<file path="src/verilog/pwr_defs.svh">
`ifndef PWR_DEFS_SVH
`define PWR_DEFS_SVH

// Register byte addresses
`define ADDR_PWR      8'h00
`define ADDR_SLEEP    8'h04
`define ADDR_EEE      8'h08
`define ADDR_STAT     8'h0C
`define ADDR_PORT     8'h10
`define ADDR_PHY      8'h20

// Field positions
`define MODE_LSB      3
`define MODE_MSB      4
`define SLEEP_MSB     7
`define EEE_ADV_BIT   0
`define IDLE_LSB      8
`define IDLE_MSB      15
`define PORT_PD_BIT   3
`define PHY_PD_BIT    11
`define ST_LOW_BIT    0
`define ST_TXLPI_BIT  1
`define ST_PIDLE_BIT  2
`define ST_EEEOK_BIT  3
`define ST_MODE_LSB   4
`define ST_MODE_MSB   5

// Reset values
`define SLEEP_RST     8'h10
`define IDLE_RST      8'h20
`define EEE_ADV_RST   1'b0

// MII low-power idle codes and normal idle nibble
`define TXD_LPI       4'h1
`define RXD_LPI       4'h1
`define MII_IDLE_D    4'h0

// Times in ns
`define CLK_NS        10
`define PULSE_NS      120
`define SEC_NS        1000000000
`define TICK_NS       1000000
`define WAKE_NS       30000

`endif

</file>
<file path="src/verilog/pwr_pkg.sv">
package pwr_pkg;

  typedef enum logic [1:0] {
    MODE_NORMAL = 2'b00,
    MODE_ED     = 2'b01,
    MODE_SOFT   = 2'b10,
    MODE_RSVD   = 2'b11
  } pwr_mode_t;

  typedef enum logic {
    ED_AWAKE = 1'b0,
    ED_LOW   = 1'b1
  } ed_st_t;

  typedef enum logic [1:0] {
    TX_ACTIVE = 2'b00,
    TX_LPI    = 2'b01,
    TX_WAKE   = 2'b10
  } tx_st_t;

  typedef struct packed {
    logic       en;
    logic       er;
    logic [3:0] d;
  } mii_tx_t;

  typedef struct packed {
    logic       dv;
    logic       er;
    logic [3:0] d;
  } mii_rx_t;

endpackage
</file>
<file path="src/verilog/pwr_ctrl.sv">
// Decided for this implementation: the APB register port and the placing of the registers.
`include "pwr_defs.svh"

module pwr_ctrl #(
  parameter int NPORT    = 4,
  parameter int AW       = 8,
  parameter int SEC_CYC  = `SEC_NS / `CLK_NS,
  parameter int TICK_CYC = `TICK_NS / `CLK_NS
) (
  // Clock and reset
  input  wire logic                clk,
  input  wire logic                arst_n,
  // APB slave
  input  wire logic                psel,
  input  wire logic                penable,
  input  wire logic                pwrite,
  input  wire logic [AW-1:0]       paddr,
  input  wire logic [31:0]         pwdata,
  output logic [31:0]              prdata,
  output logic                     pready,
  output logic                     pslverr,
  // Power enables
  output logic                     pll_en,
  output logic                     mac_en,
  output logic                     host_en,
  output logic [NPORT-1:0]         phy_pwr,
  output logic [NPORT-1:0]         phy_ed_only,
  output logic                     ed_pulse,
  output logic                     soft_rst,
  // Cable energy and partner ability
  input  wire logic [NPORT-1:0]    cable_energy,
  input  wire logic                partner_eee,
  // MAC side
  input  wire pwr_pkg::mii_tx_t    mac_tx,
  input  wire logic                mac_tx_pend,
  output logic                     mac_crs,
  output pwr_pkg::mii_rx_t         mac_rx,
  output logic                     partner_idle_flag,
  output logic                     mac_tx_clk_en,
  output logic                     mac_rx_clk_en,
  // PHY side
  output pwr_pkg::mii_tx_t         phy_tx,
  input  wire pwr_pkg::mii_rx_t    phy_rx
);
  import pwr_pkg::*;

  localparam int PULSE_CYC =
    (`PULSE_NS + `CLK_NS - 1) / `CLK_NS;
  localparam int WAKE_CYC = `WAKE_NS / `CLK_NS;
  localparam int SECW  = $clog2(SEC_CYC + 1);
  localparam int TICKW = $clog2(TICK_CYC + 1);
  localparam int WAKEW = $clog2(WAKE_CYC + 1);

  function automatic logic blk_hit(input logic [AW-1:0] a,
                                   input logic [AW-1:0] base);
    blk_hit = (a[AW-1:4] == base[AW-1:4]) &&
              (32'(a[3:2]) < NPORT) && (a[1:0] == 2'b00);
  endfunction

  function automatic logic is_lpi(input mii_rx_t r);
    is_lpi = !r.dv && r.er && (r.d == `RXD_LPI);
  endfunction

  // Register state
  pwr_mode_t        mode_q;
  logic [7:0]       sleep_q;
  logic             eee_adv_q;
  logic [7:0]       idle_thr_q;
  logic [NPORT-1:0] port_pd_q;
  logic [NPORT-1:0] phy_pd_q;
  logic             soft_rst_q;
  logic [31:0]      rd_d;
  logic             err_d;
  logic [31:0]      prdata_q;
  logic             perr_q;

  logic wr_en;
  logic wake;
  assign wr_en = psel && penable && pwrite;
  // Any access in soft power-down counts as a wake
  assign wake  = psel && penable && (mode_q == MODE_SOFT);

  // Status wires
  ed_st_t   ed_q;
  tx_st_t   tx_q;
  logic     pidle_q;
  logic     eee_ok;

  // Wake pulse becomes a one-cycle internal reset
  always_ff @(posedge clk or negedge arst_n) begin
    if (!arst_n) begin
      soft_rst_q <= 1'b0;
    end else begin
      soft_rst_q <= wake;
    end
  end

  always_ff @(posedge clk or negedge arst_n) begin
    if (!arst_n) begin
      mode_q <= MODE_NORMAL;
    end else if (soft_rst_q || wake) begin
      mode_q <= MODE_NORMAL;
    end else if (wr_en && paddr == `ADDR_PWR &&
                 pwdata[`MODE_MSB:`MODE_LSB] != MODE_RSVD) begin
      mode_q <= pwr_mode_t'(pwdata[`MODE_MSB:`MODE_LSB]);
    end
  end

  always_ff @(posedge clk or negedge arst_n) begin
    if (!arst_n) begin
      sleep_q    <= `SLEEP_RST;
      eee_adv_q  <= `EEE_ADV_RST;
      idle_thr_q <= `IDLE_RST;
    end else if (soft_rst_q) begin
      sleep_q    <= `SLEEP_RST;
      eee_adv_q  <= `EEE_ADV_RST;
      idle_thr_q <= `IDLE_RST;
    end else if (wr_en && !wake) begin
      if (paddr == `ADDR_SLEEP) begin
        sleep_q <= pwdata[`SLEEP_MSB:0];
      end
      if (paddr == `ADDR_EEE) begin
        eee_adv_q  <= pwdata[`EEE_ADV_BIT];
        idle_thr_q <= pwdata[`IDLE_MSB:`IDLE_LSB];
      end
    end
  end

  always_ff @(posedge clk or negedge arst_n) begin
    if (!arst_n) begin
      port_pd_q <= '0;
      phy_pd_q  <= '0;
    end else if (soft_rst_q) begin
      port_pd_q <= '0;
      phy_pd_q  <= '0;
    end else if (wr_en && !wake) begin
      if (blk_hit(paddr, `ADDR_PORT)) begin
        port_pd_q[paddr[3:2]] <= pwdata[`PORT_PD_BIT];
      end
      if (blk_hit(paddr, `ADDR_PHY)) begin
        phy_pd_q[paddr[3:2]] <= pwdata[`PHY_PD_BIT];
      end
    end
  end

  // Read data staged in the setup cycle so it comes from a flop
  always_comb begin
    rd_d  = 32'h0000_0000;
    err_d = 1'b0;
    if (paddr == `ADDR_PWR) begin
      rd_d[`MODE_MSB:`MODE_LSB] = mode_q;
    end else if (paddr == `ADDR_SLEEP) begin
      rd_d[`SLEEP_MSB:0] = sleep_q;
    end else if (paddr == `ADDR_EEE) begin
      rd_d[`EEE_ADV_BIT] = eee_adv_q;
      rd_d[`IDLE_MSB:`IDLE_LSB] = idle_thr_q;
    end else if (paddr == `ADDR_STAT) begin
      rd_d[`ST_LOW_BIT]   = (ed_q == ED_LOW);
      rd_d[`ST_TXLPI_BIT] = (tx_q == TX_LPI);
      rd_d[`ST_PIDLE_BIT] = pidle_q;
      rd_d[`ST_EEEOK_BIT] = eee_ok;
      rd_d[`ST_MODE_MSB:`ST_MODE_LSB] = mode_q;
    end else if (blk_hit(paddr, `ADDR_PORT)) begin
      rd_d[`PORT_PD_BIT] = port_pd_q[paddr[3:2]];
    end else if (blk_hit(paddr, `ADDR_PHY)) begin
      rd_d[`PHY_PD_BIT] = phy_pd_q[paddr[3:2]];
    end else begin
      err_d = 1'b1;
    end
  end

  always_ff @(posedge clk or negedge arst_n) begin
    if (!arst_n) begin
      prdata_q <= 32'h0000_0000;
      perr_q   <= 1'b0;
    end else if (psel && !penable) begin
      prdata_q <= pwrite ? 32'h0000_0000 : rd_d;
      perr_q   <= err_d;
    end
  end

  assign pready  = psel && penable;
  assign pslverr = psel && penable && perr_q;
  assign prdata  = prdata_q;
  assign soft_rst = soft_rst_q;

  // Pin synchronisers
  logic [NPORT-1:0] en_s1, en_s2;
  logic             pe_s1, pe_s2;
  mii_rx_t          rx_s1, rx_s2, rx_s3;

  always_ff @(posedge clk or negedge arst_n) begin
    if (!arst_n) begin
      en_s1 <= '0;
      en_s2 <= '0;
      pe_s1 <= 1'b0;
      pe_s2 <= 1'b0;
      rx_s1 <= '0;
      rx_s2 <= '0;
      rx_s3 <= '0;
    end else begin
      en_s1 <= cable_energy;
      en_s2 <= en_s1;
      pe_s1 <= partner_eee;
      pe_s2 <= pe_s1;
      rx_s1 <= phy_rx;
      rx_s2 <= rx_s1;
      rx_s3 <= rx_s2;
    end
  end

  // Energy detect: ms ticks of no energy against the timeout
  logic             energy;
  logic [TICKW-1:0] tick_q;
  logic [8:0]       quiet_q;
  logic [SECW-1:0]  sec_q;
  assign energy = |en_s2;

  always_ff @(posedge clk or negedge arst_n) begin
    if (!arst_n) begin
      tick_q  <= '0;
      quiet_q <= '0;
      ed_q    <= ED_AWAKE;
    end else if (mode_q != MODE_ED || energy) begin
      tick_q  <= '0;
      quiet_q <= '0;
      ed_q    <= ED_AWAKE;
    end else if (32'(tick_q) == TICK_CYC - 1) begin
      tick_q <= '0;
      if (quiet_q > {1'b0, sleep_q}) begin
        ed_q <= ED_LOW;
      end else begin
        quiet_q <= quiet_q + 9'h001;
      end
    end else begin
      tick_q <= tick_q + 1'b1;
    end
  end

  always_ff @(posedge clk or negedge arst_n) begin
    if (!arst_n) begin
      sec_q    <= '0;
      ed_pulse <= 1'b0;
    // Drop with the wake itself, not a cycle after it
    end else if (ed_q != ED_LOW || mode_q != MODE_ED || energy) begin
      sec_q    <= '0;
      ed_pulse <= 1'b0;
    end else begin
      sec_q    <= (32'(sec_q) == SEC_CYC - 1) ? '0 : sec_q + 1'b1;
      ed_pulse <= (32'(sec_q) < PULSE_CYC);
    end
  end

  // Power enables; ED normal-power state keeps the PHY usable
  logic phy_base;
  assign pll_en  = (mode_q == MODE_NORMAL);
  assign mac_en  = (mode_q == MODE_NORMAL);
  assign host_en = (mode_q == MODE_NORMAL);
  assign phy_base = (mode_q == MODE_NORMAL) ||
                    (mode_q == MODE_ED && ed_q == ED_AWAKE);

  genvar p;
  generate
    for (p = 0; p < NPORT; p++) begin : g_port
      assign phy_pwr[p] = phy_base && !port_pd_q[p] &&
                          !phy_pd_q[p];
      assign phy_ed_only[p] = (ed_q == ED_LOW);
    end
  endgenerate

  // Transmit low-power idle
  logic [7:0]       idle_q;
  logic [WAKEW-1:0] wake_q;
  logic             tx_quiet;
  assign eee_ok   = eee_adv_q && pe_s2 && mac_en;
  assign tx_quiet = !mac_tx.en && !mac_tx_pend;

  always_ff @(posedge clk or negedge arst_n) begin
    if (!arst_n) begin
      tx_q   <= TX_ACTIVE;
      idle_q <= '0;
      wake_q <= '0;
    end else begin
      case (tx_q)
        TX_ACTIVE: begin
          idle_q <= tx_quiet ? ((idle_q == 8'hFF) ? idle_q
                                : idle_q + 8'h01) : 8'h00;
          // Only between frames, never mid-frame
          if (eee_ok && tx_quiet && idle_q >= idle_thr_q) begin
            tx_q <= TX_LPI;
          end
        end
        TX_LPI: begin
          idle_q <= '0;
          if (mac_tx_pend || !eee_ok) begin
            tx_q   <= TX_WAKE;
            wake_q <= '0;
          end
        end
        TX_WAKE: begin
          if (32'(wake_q) >= WAKE_CYC - 1) begin
            tx_q <= TX_ACTIVE;
          end else begin
            wake_q <= wake_q + 1'b1;
          end
        end
        default: begin
          tx_q <= TX_ACTIVE;
        end
      endcase
    end
  end

  // Defer the MAC while asleep or waking; receive is separate
  assign mac_crs       = (tx_q != TX_ACTIVE);
  assign mac_tx_clk_en = (tx_q != TX_LPI);

  always_ff @(posedge clk or negedge arst_n) begin
    if (!arst_n) begin
      phy_tx <= '0;
    end else if (tx_q == TX_LPI) begin
      phy_tx <= '{en: 1'b0, er: 1'b1, d: `TXD_LPI};
    end else if (tx_q == TX_WAKE) begin
      phy_tx <= '{en: 1'b0, er: 1'b0, d: `MII_IDLE_D};
    end else begin
      phy_tx <= mac_tx;
    end
  end

  // Receive detect: flag follows edges of the assert code
  always_ff @(posedge clk or negedge arst_n) begin
    if (!arst_n) begin
      pidle_q <= 1'b0;
    end else if (!is_lpi(rx_s2)) begin
      pidle_q <= 1'b0;
    end else if (!is_lpi(rx_s3)) begin
      pidle_q <= 1'b1;
    end
  end

  always_ff @(posedge clk or negedge arst_n) begin
    if (!arst_n) begin
      mac_rx <= '0;
    end else if (is_lpi(rx_s2)) begin
      mac_rx <= '{dv: 1'b0, er: 1'b0, d: `MII_IDLE_D};
    end else begin
      mac_rx <= rx_s2;
    end
  end

  assign partner_idle_flag = pidle_q;
  assign mac_rx_clk_en     = !pidle_q;

endmodule

</file>
<file path="config.mk">
export PLATFORM = sky130hd
export DESIGN_NAME = pwr_ctrl
export DESIGN_NICKNAME = d
export VERILOG_FILES = /design/src/verilog/pwr_pkg.sv /design/src/verilog/pwr_ctrl.sv
export VERILOG_INCLUDE_DIRS = /design/src /design/src/verilog
export SDC_FILE = /design/constraint.sdc
export NUM_CORES = 1
export LEC_CHECK = 0
export BUFFER_PORTS_ARGS = -buffer_cell sky130_fd_sc_hd__buf_2
export CORE_MARGIN = 4
export CORE_UTILIZATION = 45
export CTS_BUF_LIST = sky130_fd_sc_hd__clkbuf_4 sky130_fd_sc_hd__clkbuf_8 sky130_fd_sc_hd__clkbuf_16
export CTS_CLUSTER_SIZE = 40
export DETAILED_ROUTE_END_ITERATION = 10
export PLACE_DENSITY_LB_ADDON = 0.08
export SYNTH_ARGS = -nofsm -noshare
export SYNTH_HDL_FRONTEND = slang
export SYNTH_SLANG_ARGS = --single-unit
</file>
<file path="constraint.sdc">
create_clock -name clk -period 6.44 [get_ports clk]
set_input_delay 1.288 -clock clk [delete_from_list [all_inputs] [get_ports clk]]
set_output_delay 1.288 -clock clk [all_outputs]
set_load 0.005 [all_outputs]
</file>
# Yosys cells after proc, flatten, opt, wreduce, memory -nomap -nowiden
# Cells that the tools add are included.
op_classes:
  n_addsub: 5
  order_cmp: 6
  n_eq_ne: 24
  n_mux: 76
  bitwise_logic: 1
  reduce_logical: 76
ops:
  columns: ["operator", "count"]
  rows:
  - ["8-bit 2-to-1 mux", 9]
  - ["27-bit 2-to-1 mux", 2]
  - ["17-bit 2-to-1 mux", 2]
  - ["1-bit logical AND", 29]
  - ["4-bit 2-to-1 mux", 7]
  - ["27-bit by 1-bit adder with 27-bit output, second input constant", 1]
  - ["27-bit == test, second input constant", 1]
  - ["27-bit by 4-bit less-than comparator with 1-bit output, second input constant", 1]
  - ["9-bit 2-to-1 mux", 3]
  - ["1-bit 2-to-1 mux", 25]
  - ["12-bit 2-to-1 mux", 2]
  - ["6-bit 2-to-1 mux", 4]
  - ["12-bit case mux with 2 select lines", 1]
  - ["2-bit nonzero test", 11]
  - ["17-bit by 1-bit adder with 17-bit output, second input constant", 1]
  - ["17-bit == test, second input constant", 1]
  - ["8-bit by 4-bit == test with 1-bit output, second input constant", 2]
  - ["1-bit zero test", 16]
  - ["16-bit 2-to-1 mux", 1]
  - ["2-bit 2-to-1 mux", 8]
  - ["8-bit case mux with 2 select lines", 1]
  - ["2-bit inequality test, second input constant", 7]
  - ["2-bit AND reduction", 7]
  - ["12-bit by 1-bit adder with 12-bit output, second input constant", 1]
  - ["28 further kinds", 45]
totals:
  ff_bits: 179
  out_inout_bits: 63
  wordCells: 225

# Depth between registers and ports, before layout
# Gate-level depths: netlist (run 1).
logic_depth:
  depth_word: 9
  mapped_depth: 8
  depth_no_buf: 8

# Least setup slack after synthesis (run 1)
# Ideal clock, no wire load.
synth_path:
  path_kind: "input to register"
  start: "input paddr[1]"
  end: "register sleep_q[4]"
  setup_time_ns: 0.082
  arrival_time_ns: 3.111
  required_time_ns: 6.358
  path_slack_ns: 3.247
  cell_stages: 5
  cell_sequence: "or4_1 or3_1 or3_1 buf_2 a211o_1"
synth_via:
  elab_chain_len: 3
synth_lines:
  columns: ["item", "line_no", "text"]
  rows:
  - ["start: declaration", "pwr_ctrl.sv:17", "input wire logic [AW-1:0] paddr,"]
  - ["8-bit by 3-bit == test with 1-bit output (no line)", null, null]
  - ["2-bit nonzero test (no line)", null, null]
  - ["2-bit AND reduction (no line)", null, null]
  - ["end signal: assignment", "pwr_ctrl.sv:111", "sleep_q <= `SLEEP_RST;"]
  - ["end signal: assignment", "pwr_ctrl.sv:115", "sleep_q <= `SLEEP_RST;"]
  - ["end signal: assignment", "pwr_ctrl.sv:120", "sleep_q <= pwdata[`SLEEP_MSB:0];"]
  - ["end: declaration", "pwr_ctrl.sv:66", "logic [7:0] sleep_q;"]
# No other way between the ends.
# A chain may end at the register's enable or synchronous reset.

# Final worst setup path (run 1)
layout_path:
  start: "input paddr[1]"
  end: "register sleep_q[3]"
# The elaborated chain is that of the path after synthesis.

==> results of run 1 <==
## layer usage
metal,wire length (um),vias to the layer above,global-route usage [%]
li1,-,2736,-
met1,7831,2711,24.32
met2,7495,133,27.36
met3,818,15,5.007
met4,167,0,4.992
met5,0,-,0
## report_power, final
part           switching [W]  leakage (nW)  internal, W
sequential        0.00000790          2.17      0.00104
combinational      0.0000503          1.65    0.0000254
clock               0.000427         0.270     0.000552
total               0.000485          4.09      0.00162
## how the worst min path moves through the flow
stage               end  slack [ns]  cells past startpoint
3_5_place_dp   rx_s2[4]        0.34                      0
5_1_grt        rx_s2[2]        0.36                      0
2_1_floorplan  en_s2[0]        0.33                      0
3_3_place_gp   rx_s2[2]        0.33                      0
4_1_cts        rx_s2[4]        0.35                      0
6_report       en_s2[0]        0.35                      0
## cell families (layout without fill, tap and decap cells)
logic type,count (synthesis),after routing
XOR/XNOR,46,46
adder cells (fa/ha/maj),21,21
flip-flops,163,163
AO/OA/AOI/OAI,93,93
AND/OR/NAND/NOR,317,317
multiplexers,32,32
buffers and inverters,79,161
other,1,16
## layout by cell type (no fill, tap or decap), types with 3 or more instances in the layout
master and n:
dfrtp_1 161, nor2_1 112, buf_2 92, nand2_1 57, o21ai_0 38, inv_1 33, mux2i_1 29, xor2_1 27
nand3_1 26, nor3_1 25, ha_1 21, xnor2_1 19, and3_1 19, a21oi_1 17, clkbuf_16 17, conb_1 16
nand4_1 13, or3_1 11, nor4_1 10, nand2b_1 9, a22o_1 9, and4_1 6, or2_2 4, a21o_1 4
or4_1 4, nor2b_1 4, o211ai_1 4, clkinvlp_4 4, inv_6 4, and2_1 3, o31ai_1 3, clkinv_4 3
buf_4 3
## state kept, by name, summed over array words and instances, names as in the netlist, 2 cells and up
name        flops
en_s2           4
prdata         16
rx_s1           6
rx_s2           6
quiet_q         9
phy_pd_q        4
mode_q          2
tx_q            2
en_s1           4
idle_q          8
sec_q          27
sleep_q         8
phy_tx          6
rx_s3           6
port_pd_q       4
wake_q         12
mac_rx          6
idle_thr_q      8
tick_q         17
## stage by stage
stage	power, W	setup slack [ns]	hold WS [ns]	instance area, sq um
floorplan	0.001099	3.247	0.3312	7697
global placement	0.001141	2.945	0.3325	8214
detailed placement	0.001143	2.919	0.3355	8214
CTS	0.002129	3.361	0.3506	8787
global route	0.002186	3.203	0.3569	8787
finish	0.002102	3.322	0.3481	8787
## layout make-up
type / instances / area [sq um] / share of cell area (%)
Multi-Input combinational cell: 525 / 3239 / 36.86
Clock buffer: 19 / 446.7 / 5.083
Timing Repair Buffer: 96 / 494.2 / 5.624
Tap cell: 220 / 275.3 / 3.133
Sequential cell: 163 / 4081 / 46.45
Clock inverter: 13 / 126.4 / 1.438
Inverter: 33 / 123.9 / 1.410
## cells in the mapped netlist (2+ instances only)
| cell type | n | area [sq um] |
|---|---|---|
| a211o_1 | 2 | 17.52 |
| a21o_1 | 4 | 30.03 |
| a21oi_1 | 17 | 85.08 |
| a22o_1 | 9 | 78.83 |
| a22oi_1 | 2 | 15.01 |
| a31oi_1 | 2 | 12.51 |
| and2_1 | 3 | 18.77 |
| and3_1 | 19 | 118.9 |
| and4_1 | 6 | 52.55 |
| buf_1 | 2 | 7.510 |
| buf_4 | 22 | 165.2 |
| clkbuf_1 | 21 | 78.83 |
| dfrtp_1 | 161 | 4029 |
| dfstp_2 | 2 | 52.55 |
| ha_1 | 21 | 262.8 |
| inv_1 | 33 | 123.9 |
| mux2i_1 | 29 | 290.3 |
| mux4_2 | 2 | 45.04 |
| nand2_1 | 57 | 214.0 |
| nand2b_1 | 9 | 56.30 |
| nand3_1 | 26 | 130.1 |
| nand3b_1 | 2 | 15.01 |
| nand4_1 | 13 | 81.33 |
| nand4bb_1 | 2 | 22.52 |
| nor2_1 | 112 | 420.4 |
| nor2b_1 | 4 | 25.02 |
| nor3_1 | 25 | 125.1 |
| nor4_1 | 10 | 62.56 |
| nor4b_1 | 2 | 17.52 |
| o211ai_1 | 4 | 30.03 |
| o21ai_0 | 38 | 190.2 |
| o31ai_1 | 3 | 22.52 |
| or2_2 | 4 | 25.02 |
| or3_1 | 11 | 68.82 |
| or4_1 | 4 | 30.03 |
| xnor2_1 | 19 | 166.4 |
| xor2_1 | 27 | 236.5 |
==> flow_metrics.tcl, run 1 <==
set metrics [dict create \
    synth_simple_gate_area_share_pct 20.57 \
    cts_buffers 17 \
    fp.dieArea_sq_um 19130 \
    timing.rr.start "sleep_q[4]" \
    grt_antenna_before_repair 0 \
    fillers 1521 \
    clk_path_buf_depth 2 \
    synth_mux_area_share_pct 4.536 \
    cp.required_ns 6.71 \
    crit_path_start_kind "input pin" \
    critical_path_class "input pin to flip-flop" \
    yosys_warnings 0 \
    cts_hold_buffers 0 \
    worst_clock_skew_ns 0.005979 \
    dieWidth_um 138.3 \
    nets 920 \
    ys_types 60 \
    ys_ff_latch 163 \
    cp.depth 6 \
    cts-root-buf "clkbuf_16" \
    path_clk_slew_ns 0.06 \
    max-cap-violations 0 \
    max_freq_mhz 320.8 \
    cpMostUsedCell "or3_1" \
    antenna_cells 0 \
    timing.reg2reg.setup_slack_ns 3.77 \
    port_buffers 93 \
    grt_use_total_pct 17.60 \
    crit_start "paddr[1]" \
    slowest_delay_ns 0.63 \
    grt_pass1_wl_mm 27.86 \
    avgSynthCellArea_sq_um 10.16 \
    grt_pass1_vias 5659 \
    final_antenna_net_count 0 \
    r2r-end "quiet_q[7]" \
    cts_resized 0 \
    routed_wl_mm 16.31 \
    avgRoutedWirePerCell_um 15.26 \
    slew_headroom_pct 37.41 \
    synth_ff_type "dfrtp_1" \
    critPathTopFamily "simple AND/OR/NAND/NOR gates" \
    firstDrtPassIters 4 \
    worst_setup_path_end_kind "flip-flop" \
    dp_hpwl_mm 11.63 \
    syn2layout_area_growth_pct 15.00 \
    hp-start "en_s1[0]" \
    synth_edf_count 0 \
    post-route-period-util_pct 48.41 \
    reg2reg_depth 8 \
    hold_viol 0 \
    period_minus_slack_ns 3.118 \
    routabilityCongestion 0.8232 \
    cp_max_fo 9 \
    slowest_stage "or3_1" \
    post-cts-setup-buffers 0 \
    postSynth.asyncResetShare_pct 100.0 \
    dieHeight_um 138.3 \
    power.leakage_nw 4.091 \
    path_cells "buf_2, or4_1, or3_1, or3_1, mux2i_1, nor2_1" \
    yosys.area_share.adder_pct 3.439 \
    grt_max_degree 74 \
    ir_drop_mv 0.1782 \
    finalNonFillerCells 1069 \
    vias_per_cell 5.234 \
    maxSlewViolCount 0 \
    cts_tree "yes" \
    setup_viol 0 \
    ios 126 \
    arrival_ns 3.38 \
    synth_top_family_by_area "simple AND/OR/NAND/NOR gates" \
    dr.first_iter.drc_count 381 \
    clock_latency_ns 0.42 \
    drc 0 \
    critPathBufInv 1 \
    initial_core_util_pct 46.08 \
    synthCells 752 \
    drive_gt1_share_pct 16.96 \
    vias 5595 \
    utilization_pct 52.99 \
    tns_ns 0 \
    row_count 47 \
    synthXorXnorAreaFrac_pct 5.273 \
    dp_cells 1037 \
    cellPowerDensity_nw_per_um2 239.2 \
    grt_overflow_total 0 \
    timing.critical_path.to "sleep_q[3]" \
    synth_compound_area_share_pct 7.745 \
    netlist_area_sq_um 7641 \
    core_sq_um 16580 \
    clock_sinks 163 \
    hold_path.class "flip-flop to flip-flop" \
    rsz0062_at_grt "false" \
    h-tree-depth 4 \
    status "finished, final reports clean" \
    seq_area_frac_synth_pct 53.41 \
    tightest_slew_ns 0.9389 \
]
Power figures use the tool's default switching activity.
==> inputs of run 2 (changes only) <==
- clock period: 6.44 -> 3 ns (I/O delays scaled with it)
==> run 2 against run 1 <==
- first-iteration DRC count fell by 36%
- sequential share of layout area is 0.11 points lower
- critical endpoint is now quiet_q[7]
- largest power group unchanged
- combinational power up 120%
- critical path type is now flip-flop to flip-flop
- register-to-register slack worse by 3.4 ns
==> flow_metrics.tcl, run 2 (synthesis results as in run 1) <==
set metrics [dict create \
    largest_reg_flops 27 \
    final_common_cell "dfrtp_1" \
    cts_buffers 17 \
    cellPowerDensity_nw_per_um2 500.9 \
    dieWidth_um 138.3 \
    vias 5559 \
    nets 925 \
    routabilityCongestion 0.8212 \
    final_area_sq_um 8808 \
    slowest_delay_ns 0.54 \
    grt_pass1_vias 5653 \
    clock_latency_ns 0.42 \
    drc 0 \
    layout_setup_ws_ns 0.4172 \
    grt_antenna_before_repair 0 \
    layout_common_cells "dfrtp_1 (161), nor2_1 (112), buf_2 (92), nand2_1 (57), o21ai_0 (38)" \
    vias_per_cell 5.176 \
    ios 126 \
    fp.dieArea_sq_um 19130 \
    period_minus_slack_ns 2.583 \
    syn2layout_area_growth_pct 15.28 \
    r2r-end "quiet_q[7]" \
    dp_cells 1042 \
    grt_overflow_total 0 \
    core_sq_um 16580 \
    row_count 47 \
    path_clk_slew_ns 0.07 \
    finalNonFillerCells 1074 \
    h-tree-depth 4 \
    cts-root-buf "clkbuf_16" \
    rsz0062_at_grt "false" \
    port_buffers 93 \
    dp_hpwl_mm 11.80 \
    firstDrtPassIters 4 \
    tns_ns 0 \
    fillers 1552 \
    max-cap-violations 0 \
    cts_hold_buffers 0 \
    avgRoutedWirePerCell_um 15.09 \
    cpMostUsedCell "a21oi_1" \
    hold_path.class "input pin to asynchronous set/reset pin" \
    use_met2_pct 27.39 \
    drive_gt1_share_pct 17.33 \
    clock_sinks 163 \
    arrival_ns 2.92 \
    finalPower_w 0.004412 \
    initial_core_util_pct 46.08 \
    cp_max_fo 9 \
    grtUsageMet1_pct 24.17 \
    grt_max_degree 66 \
    cts_tree "yes" \
    cp.required_ns 3.34 \
    grt_use_met3_pct 4.040 \
    final_antenna_net_count 0 \
    post-place-ws_ns 0.1700 \
    dr.first_iter.drc_count 243 \
    critical_path_class "flip-flop to flip-flop" \
    routed_wl_mm 16.20 \
    timing.rr.start "sleep_q[4]" \
    reg2reg_depth 8 \
    dieHeight_um 138.3 \
    ir_drop_mv 0.4027 \
    hold_viol 0 \
    post-route-period-util_pct 86.09 \
    path_cells "inv_1, ha_1, a21oi_1, o221ai_1, o21ai_0, nor2_1, or4_1, a21oi_1" \
    tightest_slew_ns 0.9204 \
    slew_headroom_pct 38.64 \
    antenna_cells 0 \
    dpl_cell_area_sq_um 8260 \
    grt_pass1_wl_mm 27.77 \
    setup_viol 0 \
    cts_resized 0 \
    clk_path_buf_depth 2 \
    crit_path_start_kind "flip-flop" \
    timing.reg2reg.setup_slack_ns 0.42 \
    post-cts-setup-buffers 0 \
    grt_use_total_pct 17.38 \
    maxSlewViolCount 0 \
    top_usage_layer "met2" \
    worst_setup_path_end_kind "flip-flop" \
    largest-register "sec_q" \
    max_freq_mhz 387.2 \
    slowest_stage "or4_1" \
    power.leakage_nw 4.108 \
    status "finished, final reports clean" \
    worst_clock_skew_ns 0.006252 \
]
[run 2: through the flow]
stage | util [%] | hold WS [ns]
2_1_floorplan | - | 0.3044
3_3_place_gp | 49.81 | 0.3329
3_5_place_dp | 49.81 | 0.3347
4_1_cts | 53.12 | 0.08256
5_1_grt | 53.12 | 0.09470
6_report | 53.12 | 0.07798
[run 2: how the worst max path moves through the flow]
stage,from,end,slack [ns],depth (start not counted)
after global routing,sleep_q[4],quiet_q[7],0.13,8
after CTS,sleep_q[4],quiet_q[7],0.41,8
after global placement,paddr[1],sleep_q[4],0.20,5
after detailed placement,paddr[1],sleep_q[6],0.17,6
final,sleep_q[4],quiet_q[7],0.42,8
after floorplan,paddr[1],sleep_q[4],0.50,5
[run 2: metal layers]
| layer | wire length (um) | part of all wire [%] |
|---|---|---|
| met5 | 0 | 0 |
| met4 | 153 | 0.94 |
| met3 | 580 | 3.6 |
| met2 | 7548 | 47 |
| met1 | 7922 | 49 |
[run 2: cell type report]
class	instances	area, sq um	area share [%]
Sequential cell	163	4081	46.34
Timing Repair Buffer	101	544.3	6.179
Inverter	33	123.9	1.406
Clock inverter	13	101.3	1.151
Tap cell	220	275.3	3.125
Clock buffer	19	446.7	5.071
Multi-Input combinational cell	525	3236	36.73
[run 2: critical path: cells and delay by family, from the launching register on]
family	cells	cell delay, ns
flip-flops	1	0.53
AND/OR/NAND/NOR	2	0.77
AO/OA/AOI/OAI	4	0.82
buffers and inverters	1	0.05
adder cells (fa/ha/maj)	1	0.33
[run 2: power by group]
part | internal [W] | switching (W)
Combinational | 0.0000581 | 0.000108
Clock | 0.00110 | 0.000898
Sequential | 0.00223 | 0.0000170
Total | 0.00339 | 0.00102
==> inputs of run 3 (changes only) <==
- CORE_MARGIN: 4 -> 1
==> run 3 against run 2 <==
- via count up 1.7%
- sequential share of layout area about the same
- register-to-register slack worse by 0.08 ns
- clock-buffer cell count up 1
- clock power about the same
- power down 0.40%
- final area about the same
- first-iteration DRC count up 77%
- flip-flop and latch count unchanged
- cell count up 0.19%
- die area down 8.5%
- critical path depth unchanged
- highest routed layer unchanged
==> flow_metrics.tcl, run 3 (synthesis results as in run 1) <==
set metrics [dict create \
    drc 0 \
    routabilityCongestion 0.8512 \
    hold_viol 0 \
    antenna_cells 0 \
    final_common_cell "dfrtp_1" \
    internal_power_w 0.003386 \
    largest_reg_flops 27 \
    ir_drop_mv 0.4048 \
    initial_core_util_pct 46.08 \
    post-route-period-util_pct 88.60 \
    setup_viol 0 \
    arrival_ns 2.99 \
    crit_path_start_kind "flip-flop" \
    utilization_pct 53.15 \
    ios 126 \
    max-cap-violations 0 \
    fillers 1522 \
    final_antenna_net_count 0 \
    post-cts-setup-buffers 0 \
    timing.reg2reg.setup_slack_ns 0.34 \
    vias 5655 \
    timing.rr.start "sleep_q[4]" \
    worst_setup_path_end_kind "flip-flop" \
    period_minus_slack_ns 2.658 \
    layout_common_cells "dfrtp_1 (161), nor2_1 (112), buf_2 (92), nand2_1 (57), o21ai_0 (38)" \
    cts_hold_buffers 0 \
    syn2layout_area_growth_pct 15.36 \
    clk_path_buf_depth 2 \
    routed.top_layer "met4" \
    path_clk_slew_ns 0.06 \
    wirelength_met1_mm 7.648 \
    status "finished, final reports clean" \
    tns_ns 0 \
    routed_wl_mm 15.97 \
    post-place-ws_ns 0.1623 \
    maxSlewViolCount 0 \
    comb_power_share_pct 3.8 \
    dieWidth_um 132.3 \
    firstDrtPassIters 4 \
    grt_antenna_before_repair 0 \
    power.leakage_nw 4.118 \
    grt_max_degree 70 \
    cellPowerDensity_nw_per_um2 498.5 \
    h-tree-depth 4 \
    nets 927 \
    avgRoutedWirePerCell_um 14.84 \
    cts_resized 0 \
    dr_wl_met2_mm 7.334 \
    max_freq_mhz 376.2 \
    clock_latency_ns 0.42 \
    tightest_slew_ns 0.9549 \
    grt_pass1_wl_mm 27.19 \
    power.switching_w 0.001008 \
    cp.required_ns 3.34 \
    clock_power_share_pct 45.1 \
    drive_gt1_share_pct 17.52 \
    p_seq_share_pct 51.2 \
    cts_buffers 17 \
    wl_met3_um 731 \
    cts-root-buf "clkbuf_16" \
    dp_hpwl_mm 11.55 \
    dp_cells 1044 \
    vias_per_cell 5.256 \
    clock_sinks 163 \
    core_sq_um 16580 \
    slew_headroom_pct 36.34 \
    dieHeight_um 132.3 \
    grt_overflow_total 0 \
    r2r-end "quiet_q[7]" \
    critical_path_class "flip-flop to flip-flop" \
    grt_use_total_pct 19.56 \
    finalNonFillerCells 1076 \
    dr.first_iter.drc_count 430 \
    row_count 47 \
    hold_path.class "input pin to asynchronous set/reset pin" \
    rsz0062_at_grt "false" \
    port_buffers 93 \
    reg2reg_depth 8 \
    worst_clock_skew_ns 0.005975 \
    whs_ns 0.1650 \
    cts_tree "yes" \
    grt_pass1_vias 5589 \
    fp.dieArea_sq_um 17500 \
    largest-register "sec_q" \
    layout_setup_ws_ns 0.3421 \
    cp_max_fo 7 \
    swShare_pct 22.93 \
]
## run 3: critical path: stages (launching register included)
cell      delay, ns
dfstp_2        0.53
inv_1          0.06
ha_1           0.33
a21oi_1        0.19
o221ai_1       0.12
o21ai_0        0.42
nor2_1         0.22
or4_1          0.55
a21oi_1        0.16
## run 3: final cells by class
| cell class | instances | area, sq um | area share, % |
|---|---|---|---|
| Inverter | 33 | 123.9 | 1.405 |
| Clock buffer | 20 | 454.2 | 5.153 |
| Multi-Input combinational cell | 525 | 3236 | 36.71 |
| Sequential cell | 163 | 4081 | 46.30 |
| Timing Repair Buffer | 103 | 559.3 | 6.345 |
| Clock inverter | 12 | 85.08 | 0.9652 |
| Tap cell | 220 | 275.3 | 3.123 |
## run 3: stage by stage
step	area (sq um)	power, W
2_1_floorplan	7697	0.002359
3_3_place_gp	8275	0.002452
3_5_place_dp	8275	0.002457
4_1_cts	8815	0.004449
5_1_grt	8815	0.004571
6_report	8815	0.004394
## run 3: how the worst max path moves through the flow
stage / start / to / slack, ns
2_1_floorplan: paddr[1] / sleep_q[4] / 0.50
3_3_place_gp: paddr[1] / sleep_q[4] / 0.20
3_5_place_dp: paddr[1] / sleep_q[6] / 0.16
4_1_cts: sleep_q[4] / quiet_q[7] / 0.40
5_1_grt: sleep_q[4] / quiet_q[7] / 0.07
6_report: sleep_q[4] / quiet_q[7] / 0.34
## run 3: power groups by stage
stage / clock network (W) / registers [W] / logic (W)
after CTS: 0.00203 / 0.00225 / 0.000170
final: 0.00198 / 0.00225 / 0.000165
after detailed placement: 0 / 0.00229 / 0.000169
after global routing: 0.00213 / 0.00225 / 0.000190
after global placement: 0 / 0.00229 / 0.000164
after floorplan: 0 / 0.00228 / 0.0000753
## run 3: metal layers
| metal | vias up | global-route usage [%] |
|---|---|---|
| li1 | 2761 | - |
| met1 | 2716 | 26.88 |
| met2 | 153 | 30.75 |
| met3 | 25 | 3.960 |
| met4 | 0 | 7.280 |
| met5 | - | 0 |
